$ cat config.mk
export PLATFORM = sky130hd
export DESIGN_NAME = sfg_top
export DESIGN_NICKNAME = d
export VERILOG_FILES = /design/src/hw/sfg_pkg.sv /design/src/hw/sfg_history.sv /design/src/hw/sfg_top.sv
export VERILOG_INCLUDE_DIRS = /design/src /design/src/hw
export SDC_FILE = /design/constraint.sdc
export NUM_CORES = 1
export LEC_CHECK = 0
export BUFFER_PORTS_ARGS = -buffer_cell sky130_fd_sc_hd__buf_2
export CORE_MARGIN = 3
export CORE_UTILIZATION = 50
export DETAILED_ROUTE_END_ITERATION = 16
export PLACE_DENSITY = 0.8
export SLEW_MARGIN = 40
export SYNTH_ARGS = -nofsm -noshare
export SYNTH_HDL_FRONTEND = slang
export SYNTH_SLANG_ARGS = --single-unit
$ cat constraint.sdc
create_clock -name clk_sys_i -period 6.8 [get_ports clk_sys_i]
set_input_delay 1.36 -clock clk_sys_i [delete_from_list [all_inputs] [get_ports clk_sys_i]]
set_output_delay 1.36 -clock clk_sys_i [all_outputs]
set_load 0.02 [all_outputs]
$ cat src/hw/sfg_defines.svh
`ifndef SFG_DEFINES_SVH
`define SFG_DEFINES_SVH

// Register byte offsets
`define SFG_OFS_CLEAR 8'h00
`define SFG_OFS_ACT_FAULT 8'h04
`define SFG_OFS_ACT_WARN 8'h08
`define SFG_OFS_STATUS 8'h0C
`define SFG_OFS_DI_FUNC 8'h10
`define SFG_OFS_HIST_FIRST 8'h40
`define SFG_OFS_HIST_LAST 8'h64

// Field values and sizes
`define SFG_CLEAR_RST 1'h0
`define SFG_DI_FN_CLEAR 4'h2
`define SFG_NUM_DI 4
`define SFG_HIST_DEPTH 5
`define SFG_CODE_W 8
`define SFG_STAT_W 16
`define SFG_CAT1 2'h0
`define SFG_CAT4 2'h3
`endif

$ cat src/hw/sfg_pkg.sv
`include "sfg_defines.svh"

package sfg_pkg;

    typedef enum logic [1:0] {
        ST_READY,
        ST_RUN,
        ST_FAULT
    } sfg_state_e;

    typedef logic [`SFG_CODE_W-1:0] sfg_code_t;

    // Event from detection logic; cat is category minus one
    typedef struct packed {
        logic valid;
        logic [1:0] cat;
        sfg_code_t code;
        logic [`SFG_STAT_W-1:0] status;
    } sfg_event_s;

    // One history entry: status snapshot and code
    typedef struct packed {
        logic [`SFG_STAT_W-1:0] status;
        sfg_code_t code;
    } sfg_entry_s;

    typedef struct packed {
        logic [`SFG_HIST_DEPTH-1:0][`SFG_STAT_W+`SFG_CODE_W-1:0] ent;
    } sfg_hist_s;

    typedef struct packed {
        logic srv_s1;
        logic srv_s2;
        logic srv_q;
        logic [`SFG_NUM_DI-1:0] di_s1;
        logic [`SFG_NUM_DI-1:0] di_s2;
        logic clr_param;
        logic [`SFG_NUM_DI*4-1:0] di_func;
        logic flt_act;
        logic [1:0] flt_cat;
        sfg_code_t flt_code;
        logic wrn_act;
        sfg_code_t wrn_code;
        sfg_state_e state;
        logic set_pend;
        logic apply;
        logic ap_wr;
        logic [7:0] ap_addr;
        logic [31:0] hrdata;
    } sfg_top_s;

endpackage : sfg_pkg

$ cat src/hw/sfg_history.sv
`include "sfg_defines.svh"

module sfg_history (
    // Clock and reset
    input wire logic clk_sys_i,
    input wire logic rst_n_i,
    // New entry
    input wire logic push_i,
    input sfg_pkg::sfg_entry_s entry_i,
    // Stored entries, newest first
    output sfg_pkg::sfg_hist_s hist_o
);
    import sfg_pkg::*;

    sfg_hist_s r;
    sfg_hist_s next_r;

    ////////////////////////////////////////////////////////////////////////
    // Shift register of entries
    always_comb begin
        next_r = r;
        if (push_i) begin
            next_r.ent[0] = entry_i;
            for (int i = 1; i < `SFG_HIST_DEPTH; i++) begin
                next_r.ent[i] = r.ent[i-1];
            end
        end
    end

    always_ff @(posedge clk_sys_i) begin
        if (!rst_n_i) begin
            r <= '0;
        end else begin
            r <= next_r;
        end
    end

    assign hist_o = r;

    ////////////////////////////////////////////////////////////////////////
    // Checks
    chk_hist_capture: assert property (@(posedge clk_sys_i)
        disable iff (!rst_n_i)
        push_i |=> (r.ent[0] == $past(entry_i)) &&
            (r.ent[1] == $past(r.ent[0])))
        else $error("history entry not captured");

    chk_hist_kept: assert property (@(posedge clk_sys_i)
        disable iff (!rst_n_i)
        !push_i |=> $stable(r))
        else $error("history changed without new entry");

endmodule : sfg_history

$ cat src/hw/sfg_top.sv
// The implementer's own choices: the register offsets and the AHB-Lite interface to the registers.
`include "sfg_defines.svh"

module sfg_top (
    // Clock and reset
    input wire logic clk_sys_i,
    input wire logic rst_n_i,
    // AHB-Lite slave
    input wire logic hsel_i,
    input wire logic [31:0] haddr_i,
    input wire logic [1:0] htrans_i,
    input wire logic hwrite_i,
    input wire logic [2:0] hsize_i,
    input wire logic [31:0] hwdata_i,
    input wire logic hready_i,
    output logic [31:0] hrdata_o,
    output logic hreadyout_o,
    output logic hresp_o,
    // Pins
    input wire logic servo_enable_i,
    input wire logic [`SFG_NUM_DI-1:0] digital_in_i,
    // Detection logic
    input sfg_pkg::sfg_event_s event_i,
    input wire logic fault_cause_i,
    input wire logic warning_cause_i,
    input wire logic setting_changed_i,
    // Drive status
    output sfg_pkg::sfg_state_e drive_state_o,
    output logic fault_o,
    output logic warning_o,
    output logic apply_settings_o
);
    import sfg_pkg::*;

    sfg_top_s r;
    sfg_top_s next_r;

    logic [`SFG_NUM_DI-1:0] di_hit;
    logic di_clear;
    logic clear_req;
    logic srv_on;
    logic flt_ok;
    logic wrn_ok;
    logic is_warn;
    logic ap_valid;
    logic wr_clear;
    logic fault_push;
    logic warn_push;
    logic [7:0] hidx;
    logic [31:0] rd_val;
    sfg_entry_s ev_entry;
    sfg_hist_s fault_hist;
    sfg_hist_s warn_hist;

    ////////////////////////////////////////////////////////////////////////
    // Clear sources

    // Per input function decode
    genvar gi;
    generate
        for (gi = 0; gi < `SFG_NUM_DI; gi++) begin : g_di
            assign di_hit[gi] = r.di_s2[gi] &&
                (r.di_func[gi*4 +: 4] == `SFG_DI_FN_CLEAR);
        end
    endgenerate

    assign di_clear = |di_hit;
    assign clear_req = r.clr_param | di_clear;
    assign srv_on = r.srv_s2;

    // Category gating
    assign flt_ok = clear_req && r.flt_act &&
        (r.flt_cat != `SFG_CAT1) &&
        !srv_on &&
        !fault_cause_i;
    assign wrn_ok = clear_req && r.wrn_act && !warning_cause_i;

    // Grading of incoming events
    assign is_warn = (event_i.cat == `SFG_CAT4);
    assign fault_push = event_i.valid && !is_warn;
    assign warn_push = event_i.valid && is_warn;

    assign ev_entry.code = event_i.code;
    assign ev_entry.status = event_i.status;

    ////////////////////////////////////////////////////////////////////////
    // Bus decode

    assign ap_valid = hsel_i && htrans_i[1] && hready_i;
    assign wr_clear = r.ap_wr && (r.ap_addr == `SFG_OFS_CLEAR);
    assign hidx = 8'((haddr_i[7:0] - `SFG_OFS_HIST_FIRST) >> 2);

    always_comb begin
        rd_val = 32'h0000_0000;
        case (haddr_i[7:0])
            `SFG_OFS_CLEAR: begin
                rd_val[0] = r.clr_param;
            end
            `SFG_OFS_ACT_FAULT: begin
                rd_val[`SFG_CODE_W-1:0] = r.flt_code;
                rd_val[31] = r.flt_act;
            end
            `SFG_OFS_ACT_WARN: begin
                rd_val[`SFG_CODE_W-1:0] = r.wrn_code;
                rd_val[31] = r.wrn_act;
            end
            `SFG_OFS_STATUS: begin
                rd_val[1:0] = r.state;
                rd_val[3:2] = r.flt_cat;
                rd_val[4] = srv_on;
                rd_val[5] = r.set_pend;
                rd_val[8 +: `SFG_NUM_DI] = r.di_s2;
            end
            `SFG_OFS_DI_FUNC: begin
                rd_val[`SFG_NUM_DI*4-1:0] = r.di_func;
            end
            default: begin
                if (haddr_i[7:0] >= `SFG_OFS_HIST_FIRST &&
                    haddr_i[7:0] <= `SFG_OFS_HIST_LAST &&
                    haddr_i[1:0] == 2'h0) begin
                    if (hidx < 8'(`SFG_HIST_DEPTH)) begin
                        rd_val[23:0] = fault_hist.ent[hidx];
                    end else begin
                        rd_val[23:0] =
                            warn_hist.ent[hidx - 8'(`SFG_HIST_DEPTH)];
                    end
                end
            end
        endcase
    end

    ////////////////////////////////////////////////////////////////////////
    // Next state

    always_comb begin
        next_r = r;

        // Pin synchronisers
        next_r.srv_s1 = servo_enable_i;
        next_r.srv_s2 = r.srv_s1;
        next_r.srv_q = r.srv_s2;
        next_r.di_s1 = digital_in_i;
        next_r.di_s2 = r.di_s1;

        // One clear per write of 1
        if (r.clr_param) begin
            next_r.clr_param = 1'b0;
        end

        // Fault clear and drive state
        if (flt_ok) begin
            next_r.flt_act = 1'b0;
            next_r.state = srv_on ? ST_RUN : ST_READY;
        end else if (r.state != ST_FAULT) begin
            next_r.state = srv_on ? ST_RUN : ST_READY;
        end

        // Warning clear
        if (wrn_ok) begin
            next_r.wrn_act = 1'b0;
        end

        // New events win over clears
        if (fault_push) begin
            if (!r.flt_act || !flt_ok && (event_i.cat <= r.flt_cat) ||
                flt_ok) begin
                next_r.flt_code = event_i.code;
                next_r.flt_cat = event_i.cat;
            end
            next_r.flt_act = 1'b1;
            next_r.state = ST_FAULT;
        end
        if (warn_push) begin
            next_r.wrn_code = event_i.code;
            next_r.wrn_act = 1'b1;
        end

        // Pending settings wait for servo-off, never for a clear
        next_r.apply = 1'b0;
        if (r.set_pend && r.srv_q && !r.srv_s2) begin
            next_r.apply = 1'b1;
            next_r.set_pend = 1'b0;
        end
        if (setting_changed_i) begin
            next_r.set_pend = 1'b1;
        end

        // Address phase capture
        next_r.ap_wr = ap_valid && hwrite_i;
        next_r.ap_addr = haddr_i[7:0];
        if (ap_valid && !hwrite_i) begin
            next_r.hrdata = rd_val;
        end

        // Data phase writes
        if (wr_clear && hwdata_i[31:1] == 31'h0000_0000) begin
            next_r.clr_param = hwdata_i[0];
        end
        if (r.ap_wr && r.ap_addr == `SFG_OFS_DI_FUNC) begin
            next_r.di_func = hwdata_i[`SFG_NUM_DI*4-1:0];
        end
    end

    always_ff @(posedge clk_sys_i) begin
        if (!rst_n_i) begin
            r <= '0;
        end else begin
            r <= next_r;
        end
    end

    ////////////////////////////////////////////////////////////////////////
    // History

    sfg_history u_fault_hist (
        .clk_sys_i(clk_sys_i),
        .rst_n_i(rst_n_i),
        .push_i(fault_push),
        .entry_i(ev_entry),
        .hist_o(fault_hist)
    );

    sfg_history u_warn_hist (
        .clk_sys_i(clk_sys_i),
        .rst_n_i(rst_n_i),
        .push_i(warn_push),
        .entry_i(ev_entry),
        .hist_o(warn_hist)
    );

    ////////////////////////////////////////////////////////////////////////
    // Outputs

    assign hrdata_o = r.hrdata;
    assign hreadyout_o = 1'b1;
    assign hresp_o = 1'b0;
    assign drive_state_o = r.state;
    assign fault_o = r.flt_act;
    assign warning_o = r.wrn_act;
    assign apply_settings_o = r.apply;

    ////////////////////////////////////////////////////////////////////////
    // Checks

    chk_cat1_latched: assert property (@(posedge clk_sys_i)
        disable iff (!rst_n_i)
        r.flt_act && r.flt_cat == `SFG_CAT1 |=> r.flt_act &&
            r.state == ST_FAULT)
        else $error("category 1 fault was cleared");

    chk_servo_gate: assert property (@(posedge clk_sys_i)
        disable iff (!rst_n_i)
        r.flt_act && r.srv_s2 |=> r.flt_act)
        else $error("fault cleared with servo enabled");

    chk_warn_clear: assert property (@(posedge clk_sys_i)
        disable iff (!rst_n_i)
        r.wrn_act && r.clr_param && !warning_cause_i && !warn_push
        |=> !r.wrn_act)
        else $error("warning not cleared by request");

    chk_cause_hold: assert property (@(posedge clk_sys_i)
        disable iff (!rst_n_i)
        r.flt_act && fault_cause_i |=> r.flt_act ##1 1'b1)
        else $error("fault cleared while cause present");

    chk_clear_state: assert property (@(posedge clk_sys_i)
        disable iff (!rst_n_i)
        r.state == ST_FAULT && clear_req && r.flt_act &&
        r.flt_cat != `SFG_CAT1 && !r.srv_s2 && !fault_cause_i &&
        !fault_push |=> r.state == ST_READY && !r.flt_act)
        else $error("no ready state after clear");

    chk_di_clear: assert property (@(posedge clk_sys_i)
        disable iff (!rst_n_i)
        di_clear && r.wrn_act && !warning_cause_i && !warn_push
        |=> !r.wrn_act)
        else $error("clear input did not clear warning");

    chk_param_once: assert property (@(posedge clk_sys_i)
        disable iff (!rst_n_i)
        $rose(r.clr_param) && !wr_clear |=> !r.clr_param)
        else $error("clear request did not return to 0");

    chk_apply_edge: assert property (@(posedge clk_sys_i)
        disable iff (!rst_n_i)
        r.apply |-> $past(r.srv_q) && !$past(r.srv_s2))
        else $error("settings applied without servo-off");

    chk_fault_grade: assert property (@(posedge clk_sys_i)
        disable iff (!rst_n_i)
        fault_push |=> r.flt_act && r.state == ST_FAULT)
        else $error("fault event not latched");

    chk_warn_grade: assert property (@(posedge clk_sys_i)
        disable iff (!rst_n_i)
        warn_push |=> r.wrn_act && r.wrn_code == $past(event_i.code))
        else $error("warning event not latched");

    chk_cat_order: assert property (@(posedge clk_sys_i)
        disable iff (!rst_n_i)
        fault_push && r.flt_act && !flt_ok && event_i.cat > r.flt_cat
        |=> r.flt_cat == $past(r.flt_cat))
        else $error("less severe fault replaced active one");

    chk_param_range: assert property (@(posedge clk_sys_i)
        disable iff (!rst_n_i)
        wr_clear && hwdata_i[31:1] != 31'h0000_0000 |=> !r.clr_param)
        else $error("out of range clear value accepted");

    chk_param_set: assert property (@(posedge clk_sys_i)
        disable iff (!rst_n_i)
        wr_clear && hwdata_i == 32'h0000_0001 |=> r.clr_param)
        else $error("clear request not taken");

    chk_warn_cause: assert property (@(posedge clk_sys_i)
        disable iff (!rst_n_i)
        r.wrn_act && warning_cause_i |=> r.wrn_act)
        else $error("warning cleared while cause present");

    chk_no_request: assert property (@(posedge clk_sys_i)
        disable iff (!rst_n_i)
        r.flt_act && !clear_req |=> r.flt_act)
        else $error("fault cleared without a request");

    chk_state_follow: assert property (@(posedge clk_sys_i)
        disable iff (!rst_n_i)
        r.state != ST_FAULT && !fault_push
        |=> r.state == (r.srv_q ? ST_RUN : ST_READY))
        else $error("drive state does not follow servo enable");

    chk_apply_pulse: assert property (@(posedge clk_sys_i)
        disable iff (!rst_n_i)
        r.apply |=> !r.apply)
        else $error("settings apply longer than one cycle");

    chk_active_read: assert property (@(posedge clk_sys_i)
        disable iff (!rst_n_i)
        ap_valid && !hwrite_i && haddr_i[7:0] == `SFG_OFS_ACT_FAULT
        |=> hrdata_o == {$past(r.flt_act), 23'h00_0000, $past(r.flt_code)})
        else $error("active fault read wrong");

    chk_hist_read: assert property (@(posedge clk_sys_i)
        disable iff (!rst_n_i)
        ap_valid && !hwrite_i && haddr_i[7:0] == `SFG_OFS_HIST_LAST
        |=> hrdata_o == {8'h00, $past(warn_hist.ent[`SFG_HIST_DEPTH-1])})
        else $error("oldest warning read wrong");

    chk_param_idle: assert property (@(posedge clk_sys_i)
        disable iff (!rst_n_i)
        !wr_clear |=> r.clr_param == `SFG_CLEAR_RST)
        else $error("clear request held without a write");

endmodule : sfg_top

# ---- After elaboration in Yosys (flattened, before gate mapping)
# Cells that the tools add are included.
dict set report classes {
  add_sub_neg 2
  order_cmp 6
  eq_ne 11
  mux 24
  bitwise_logic 2
  n_reduce_logical 51
}
# operator n
set ops {}
lappend ops {{$bmux W24 S3} 2}
lappend ops {{$mux W24} 4}
lappend ops {{$logic_not A31 Y1} 1}
lappend ops {{$pmux W5 S5} 1}
lappend ops {{$logic_and A1 B1 Y1} 24}
lappend ops {{$eq A4 B2 Y1 const B} 4}
lappend ops {{$eq A8 B4 Y1 const B} 2}
lappend ops {{$eq A8 B5 Y1 const B} 2}
lappend ops {{$logic_not A8 Y1} 2}
lappend ops {{$pmux W4 S3} 1}
lappend ops {{$mux W11} 1}
lappend ops {{$mux W10} 1}
lappend ops {{$reduce_bool A2 Y1} 5}
lappend ops {{$mux W9} 1}
lappend ops {{$eq A8 B3 Y1 const B} 1}
lappend ops {{$ge A8 B7 Y1 const B} 1}
lappend ops {{$le A8 B7 Y1 const B} 1}
lappend ops {{$lt A8 B4 Y1 const B} 1}
lappend ops {{$mux W2} 4}
lappend ops {{$mux W8} 1}
lappend ops {{$pmux W2 S4} 1}
lappend ops {{$pmux W4 S2} 1}
lappend ops {{$reduce_or A4 Y1} 2}
lappend ops {{$sub A8 B7 Y8 const B} 1}
lappend ops {{other kinds (19)} 31}
dict set report word_totals {
  ff_bits 326
  in_bits 109
  output_inout_bits 39
}

# ---- Depth between registers and ports, before layout
dict set report logic_depth {
  depth_word 14
  mapped_depth 13
}

# ---- Hierarchy
# A second synthesis with hierarchy kept.
dict set report hier_totals {
  cells_unflattened 1343
  hier_area_um2 14983.1
}
# module n_inst cells_per_inst area_each_um2 seq_area_each_um2
set by_module_without_submodules {}
lappend by_module_without_submodules {sfg_history 2 387 4647.0 2402.3}
lappend by_module_without_submodules {sfg_top 1 569 5689.2 1721.7}

# ---- Worst setup path after synthesis
# OpenSTA, ideal clock, no wires.
dict set report synth_path {
  path_kind {input to register}
  start {input haddr_i[3]}
  end {register r, in the netlist hrdata_o[4]}
  setup_time_ns 0.132
  t_arrival_ns 3.538
  t_required_ns 6.668
  path_slack_ns 3.130
  stages 12
  path_cell_list {buf_6 -> buf_2 -> buf_4 -> inv_1 -> ha_1 -> buf_2 -> clkbuf_1 -> mux4_2 -> nand2_1 -> a32oi_1 -> a32oi_1 -> a21oi_1}
}
dict set report synth_between {
  elab_chain_len 7
}
# element line_no
set synth_rtl {}
lappend synth_rtl {{start: declaration} sfg_top.sv:10} ;# input wire logic [31:0] haddr_i,
lappend synth_rtl {{$sub A8 B7 Y8 (no line)} n/a}
lappend synth_rtl {{$sub A6 B3 Y7} sfg_top.sv:125} ;# warn_hist.ent[hidx - 8'(`SFG_HIST_DEPTH)];
lappend synth_rtl {{$bmux W24 S3} sfg_top.sv:125}
lappend synth_rtl {{$mux W24} sfg_top.sv:125}
lappend synth_rtl {{$mux W24} sfg_top.sv:121} ;# if (hidx < 8'(`SFG_HIST_DEPTH)) begin
lappend synth_rtl {{$mux W24} sfg_top.sv:118} ;# if (haddr_i[7:0] >= `SFG_OFS_HIST_FIRST &&
lappend synth_rtl {{$pmux W5 S5 *} sfg_top.sv:95} ;# case (haddr_i[7:0])
lappend synth_rtl {{end signal: assignment} sfg_top.sv:208} ;# r <= next_r;
lappend synth_rtl {{end: declaration} sfg_top.sv:35} ;# sfg_top_s r;
# Every way passes the cells marked *; elsewhere a longest branch is shown, timed or not. The select of a mux whose other input is x is not followed.
# A chain may end at the register's enable or synchronous reset.

# ---- Final worst setup path
dict set report layout_path {
  start {input haddr_i[3]}
  end {register r, in the netlist hrdata_o[18]}
}
dict set report layout_between {
  elab_chain_len 7
}
# element line_no
set layout_rtl {}
lappend layout_rtl {{$sub A8 B7 Y8 (no line)} n/a}
lappend layout_rtl {{$sub A6 B3 Y7} sfg_top.sv:125}
lappend layout_rtl {{$bmux W24 S3} sfg_top.sv:125}
lappend layout_rtl {{$mux W24} sfg_top.sv:125}
lappend layout_rtl {{$mux W24} sfg_top.sv:121}
lappend layout_rtl {{$mux W24} sfg_top.sv:118}
lappend layout_rtl {{$mux W8 *} sfg_top.sv:95}
# Marked as above.

==> flow_summary_export.csv <==
group,metric,value,unit
detailed_routing,drt-total-wl,36.1,mm
setup_path,reg2reg_depth,7,
cells_and_area,antenna_cells,0,
setup_path,worstSetupEndpointType,"register",
setup_path,crit_chain,"buf_2 -> buf_4 -> inv_1 -> ha_1 -> nand3b_1 -> nor3_1 -> nor4_4 -> buf_4 -> nand3_4 -> o31ai_1",
logic_synthesis,async_reset_ff_share,0,%
place,dp.cells,1933,
cts,h-tree-depth,1,
floorplanning,core,27000,um^2
logic_synthesis,seq_area_frac_synth,46.3,%
cts,numCtsBuffers,31,
timing,maxSlewViolCount,0,
floorplanning,die_w,172,um
setup_path,critPathRequiredTime,7250,ps
cells_and_area,drive_gt1_share,15.0,%
timing,finalCriticalPeriod,3740,ps
cts,cts_sinks,318,
global_routing,grt_pass1_vias,11042,
detailed_routing,drt_first_iter_violations,1373,
floorplanning,initial_core_util,50.9,%
power_and_ir_drop,power_density,264,nW/um^2
setup_path,reg2reg_slack,4550,ps
setup_path,crit_buf_inv,4,
timing,hold_violations,0,
global_routing,track_usage,23.6,%
detailed_routing,antenna_left,0,
floorplanning,die_h,172,um
cts,cts_resized,0,
cells_and_area,nets,1746,
global_routing,overflow,0,
timing,tns,0,ps
cells_and_area,instances_no_fill,1992,
detailed_routing,num_vias,11904,
global_routing,grt_pass1_wl,56.9,mm
detailed_routing,drc_errors,0,
floorplanning,pin_count,148,
logic_synthesis,syn_area,13800,um^2
timing,fin_crit_sh,55.1,%
cts,cts_tree,"built",
global_routing,grt_max_degree,155,
timing,rsz0062_at_grt,"false",
logic_synthesis,synth-simple-area-share,20.3,%
logic_synthesis,postSynthAreaPerCell,8.45,um^2
logic_synthesis,syn_inst,1628,
logic_synthesis,ys_seq_elements,318,
setup_path,cp_num_cells,10,
setup_path,critPathTopFamily,"simple AND/OR/NAND/NOR gates",
setup_path,cp.arrival,4200,ps
cells_and_area,register_area,6370,um^2
cts,post_cts_buffers,0,
cells_and_area,postLayoutCoreUtil,56.4,%
place,place.gp.congestion,0.848,
power_and_ir_drop,p_leak,5.29,nW
min_path,min-delay-path-class,"reg -> reg",
cells_and_area,nFillCells,2326,
floorplanning,die_area,29500,um^2
logic_synthesis,yosys_warnings,0,
cts,cts_hold_repair.buffers,0,
logic_synthesis,synth_mux_area_share,9.02,%
setup_path,cp_max_fo,30,
detailed_routing,post_drt_wl_per_cell,18.1,um
cells_and_area,multi_input_area,6580,um^2
job,maxCapViolations,0,
timing,worst_slew_pin_slew,815,ps
setup_path,crit_path_top_delay_cell,"nor4_4",
place,io_buffers,110,
logic_synthesis,synth_top_family_by_area,"simple AND/OR/NAND/NOR gates",
timing,fmaxAchievable,267,MHz
min_path,hold_depth,1,
timing,finClkSkew,12.4,ps
cts,clockBufferDepth,3,
cts,ctsRootBufferMaster,"clkbuf_16",
logic_synthesis,ys_types,55,
detailed_routing,dr.pass1.iters,9,
power_and_ir_drop,vdd_drop_max,0.000157,V
timing,relSlewSlack,45.6,%
timing,setup_viol,0,
setup_path,cpMostUsedCell,"buf_4",
logic_synthesis,synth-xor-area-share,0.127,%
timing,holdWs,435,ps
setup_path,criticalPathCategory,"in -> reg",
floorplanning,rows,60,
logic_synthesis,synth_compound_area_share,16.9,%
run_status,status,"completed",
logic_synthesis,synth_enable_flop_cells,0,
global_routing,antenna_found_initial,1,
setup_path,start_kind,"input port",
cts,path_clk_slew,60,ps
logic_synthesis,synth_ff_type,"dfxtp_1",
place,dpl.hpwl,22.4,mm
detailed_routing,vias_per_cell,5.98,
logic_synthesis,synth_fa_ha_area_share,0.728,%
setup_path,slowest_delay,610,ps
cells_and_area,area_growth_syn_to_layout,10.8,%
cts,clock_latency,550,ps
state kept, by name, summed over array words and instances (netlist names):
name / flops
next_r: 5
u_warn_hist.hist_o: 113
warning_o: 1
r: 49
srv_on: 1
drive_state_o: 2
fault_o: 1
apply_settings_o: 1
hrdata_o: 25
u_fault_hist.hist_o: 120
cell families (layout without fill, tap and decap cells):
group | Yosys count | count (layout)
AO/OA/AOI/OAI | 392 | 392
XOR/XNOR | 2 | 2
adder cells (fa/ha/maj) | 8 | 8
buffers and inverters | 180 | 196
flip-flops | 318 | 318
multiplexers | 64 | 64
other | 2 | 9
AND/OR/NAND/NOR | 662 | 662
worst reg2reg max path, stage by stage (launching register included):
cell and delay (ps):
dfxtp_1 380, inv_1 60, ha_1 280, nor2b_1 160, o211ai_1 240, nor4_4 660, o21ai_0 200, a21oi_1 170
final timing paths:
path / from / end
worst max register to register: r[63]$_SDFFE_PN0P_ / r[58]$_SDFFE_PN0P_
worst min register to register: next_r[91]$_SDFF_PN0_ / srv_on$_SDFF_PN0_
worst min-delay path: next_r[91]$_SDFF_PN0_ / srv_on$_SDFF_PN0_
worst max-delay path: haddr_i[3] / hrdata_o[18]$_SDFFE_PN0P_
per-layer routing:
metal  part of all wire (%)  routed length, um  global-route usage (%)
met3                    7.7               2790                    3.70
met1                     41              14800                    31.3
met4                    3.1               1130                    9.09
met5                  0.033                 12                       0
met2                     48              17300                    39.3
cells in the mapped netlist, drive strengths merged, types with 10 or more instances:
master  instances  area (um^2)
a211oi         17          140
a21oi         273         1370
a221oi         17          149
a32oi          29          254
and2           18          113
buf            62          465
clkbuf        108          408
dfxtp         318         6370
inv            10         37.5
mux2i          16          160
mux4           48         1080
nand2         525         1970
nand3          33          178
nor2           32          123
nor4           12          105
o211ai         10         75.1
o21ai          14         70.1
stage by stage:
stage | setup WS (ps) | instance area [um^2] | total power [W]
finish | 3060 | 15200 | 0.00402
floorplan | 3130 | 13800 | 0.00215
detailed placement | 2500 | 14100 | 0.00224
global route | 2850 | 15200 | 0.00413
CTS | 3070 | 15200 | 0.00402
global placement | 2460 | 14100 | 0.00223
layout by cell type (no fill, tap or decap), types with 4 or more instances in the layout:
cell type  count
a222oi_1       7
nor4_1         9
mux2i_1       16
a221oi_1      17
and2_1        17
nor2_1        31
clkbuf_8      11
o211ai_1      10
a211o_1        5
mux4_2        48
a211oi_1      16
a32oi_1       29
nand2_1      524
buf_4         17
inv_1          8
o31ai_1        8
clkbuf_1       6
and3_1         6
ha_1           8
dfxtp_1      318
nand3_1       30
bufinv_16      4
a21oi_1      273
buf_2        110
clkbuf_16     31
o21ai_0       14
conb_1         9
or3_1          8
nor3_1         4
a22oi_1        6
cell type report:
class | count | share of cell area, %
clock buffer | 47 | 6.14
clock inverter | 8 | 0.961
inverter | 10 | 0.328
multi-input combinational | 1137 | 43.2
sequential | 318 | 41.8
tap | 341 | 2.80
timing repair buffer | 131 | 4.82
report_power, final:
part           internal, W  leakage (nW)  total [W]  switching (W)
Clock              0.00109         0.535    0.00181       0.000715
Sequential         0.00189          2.57    0.00192      0.0000226
Combinational    0.0000874          2.18   0.000291       0.000203
(Power assumes the default switching activity.)
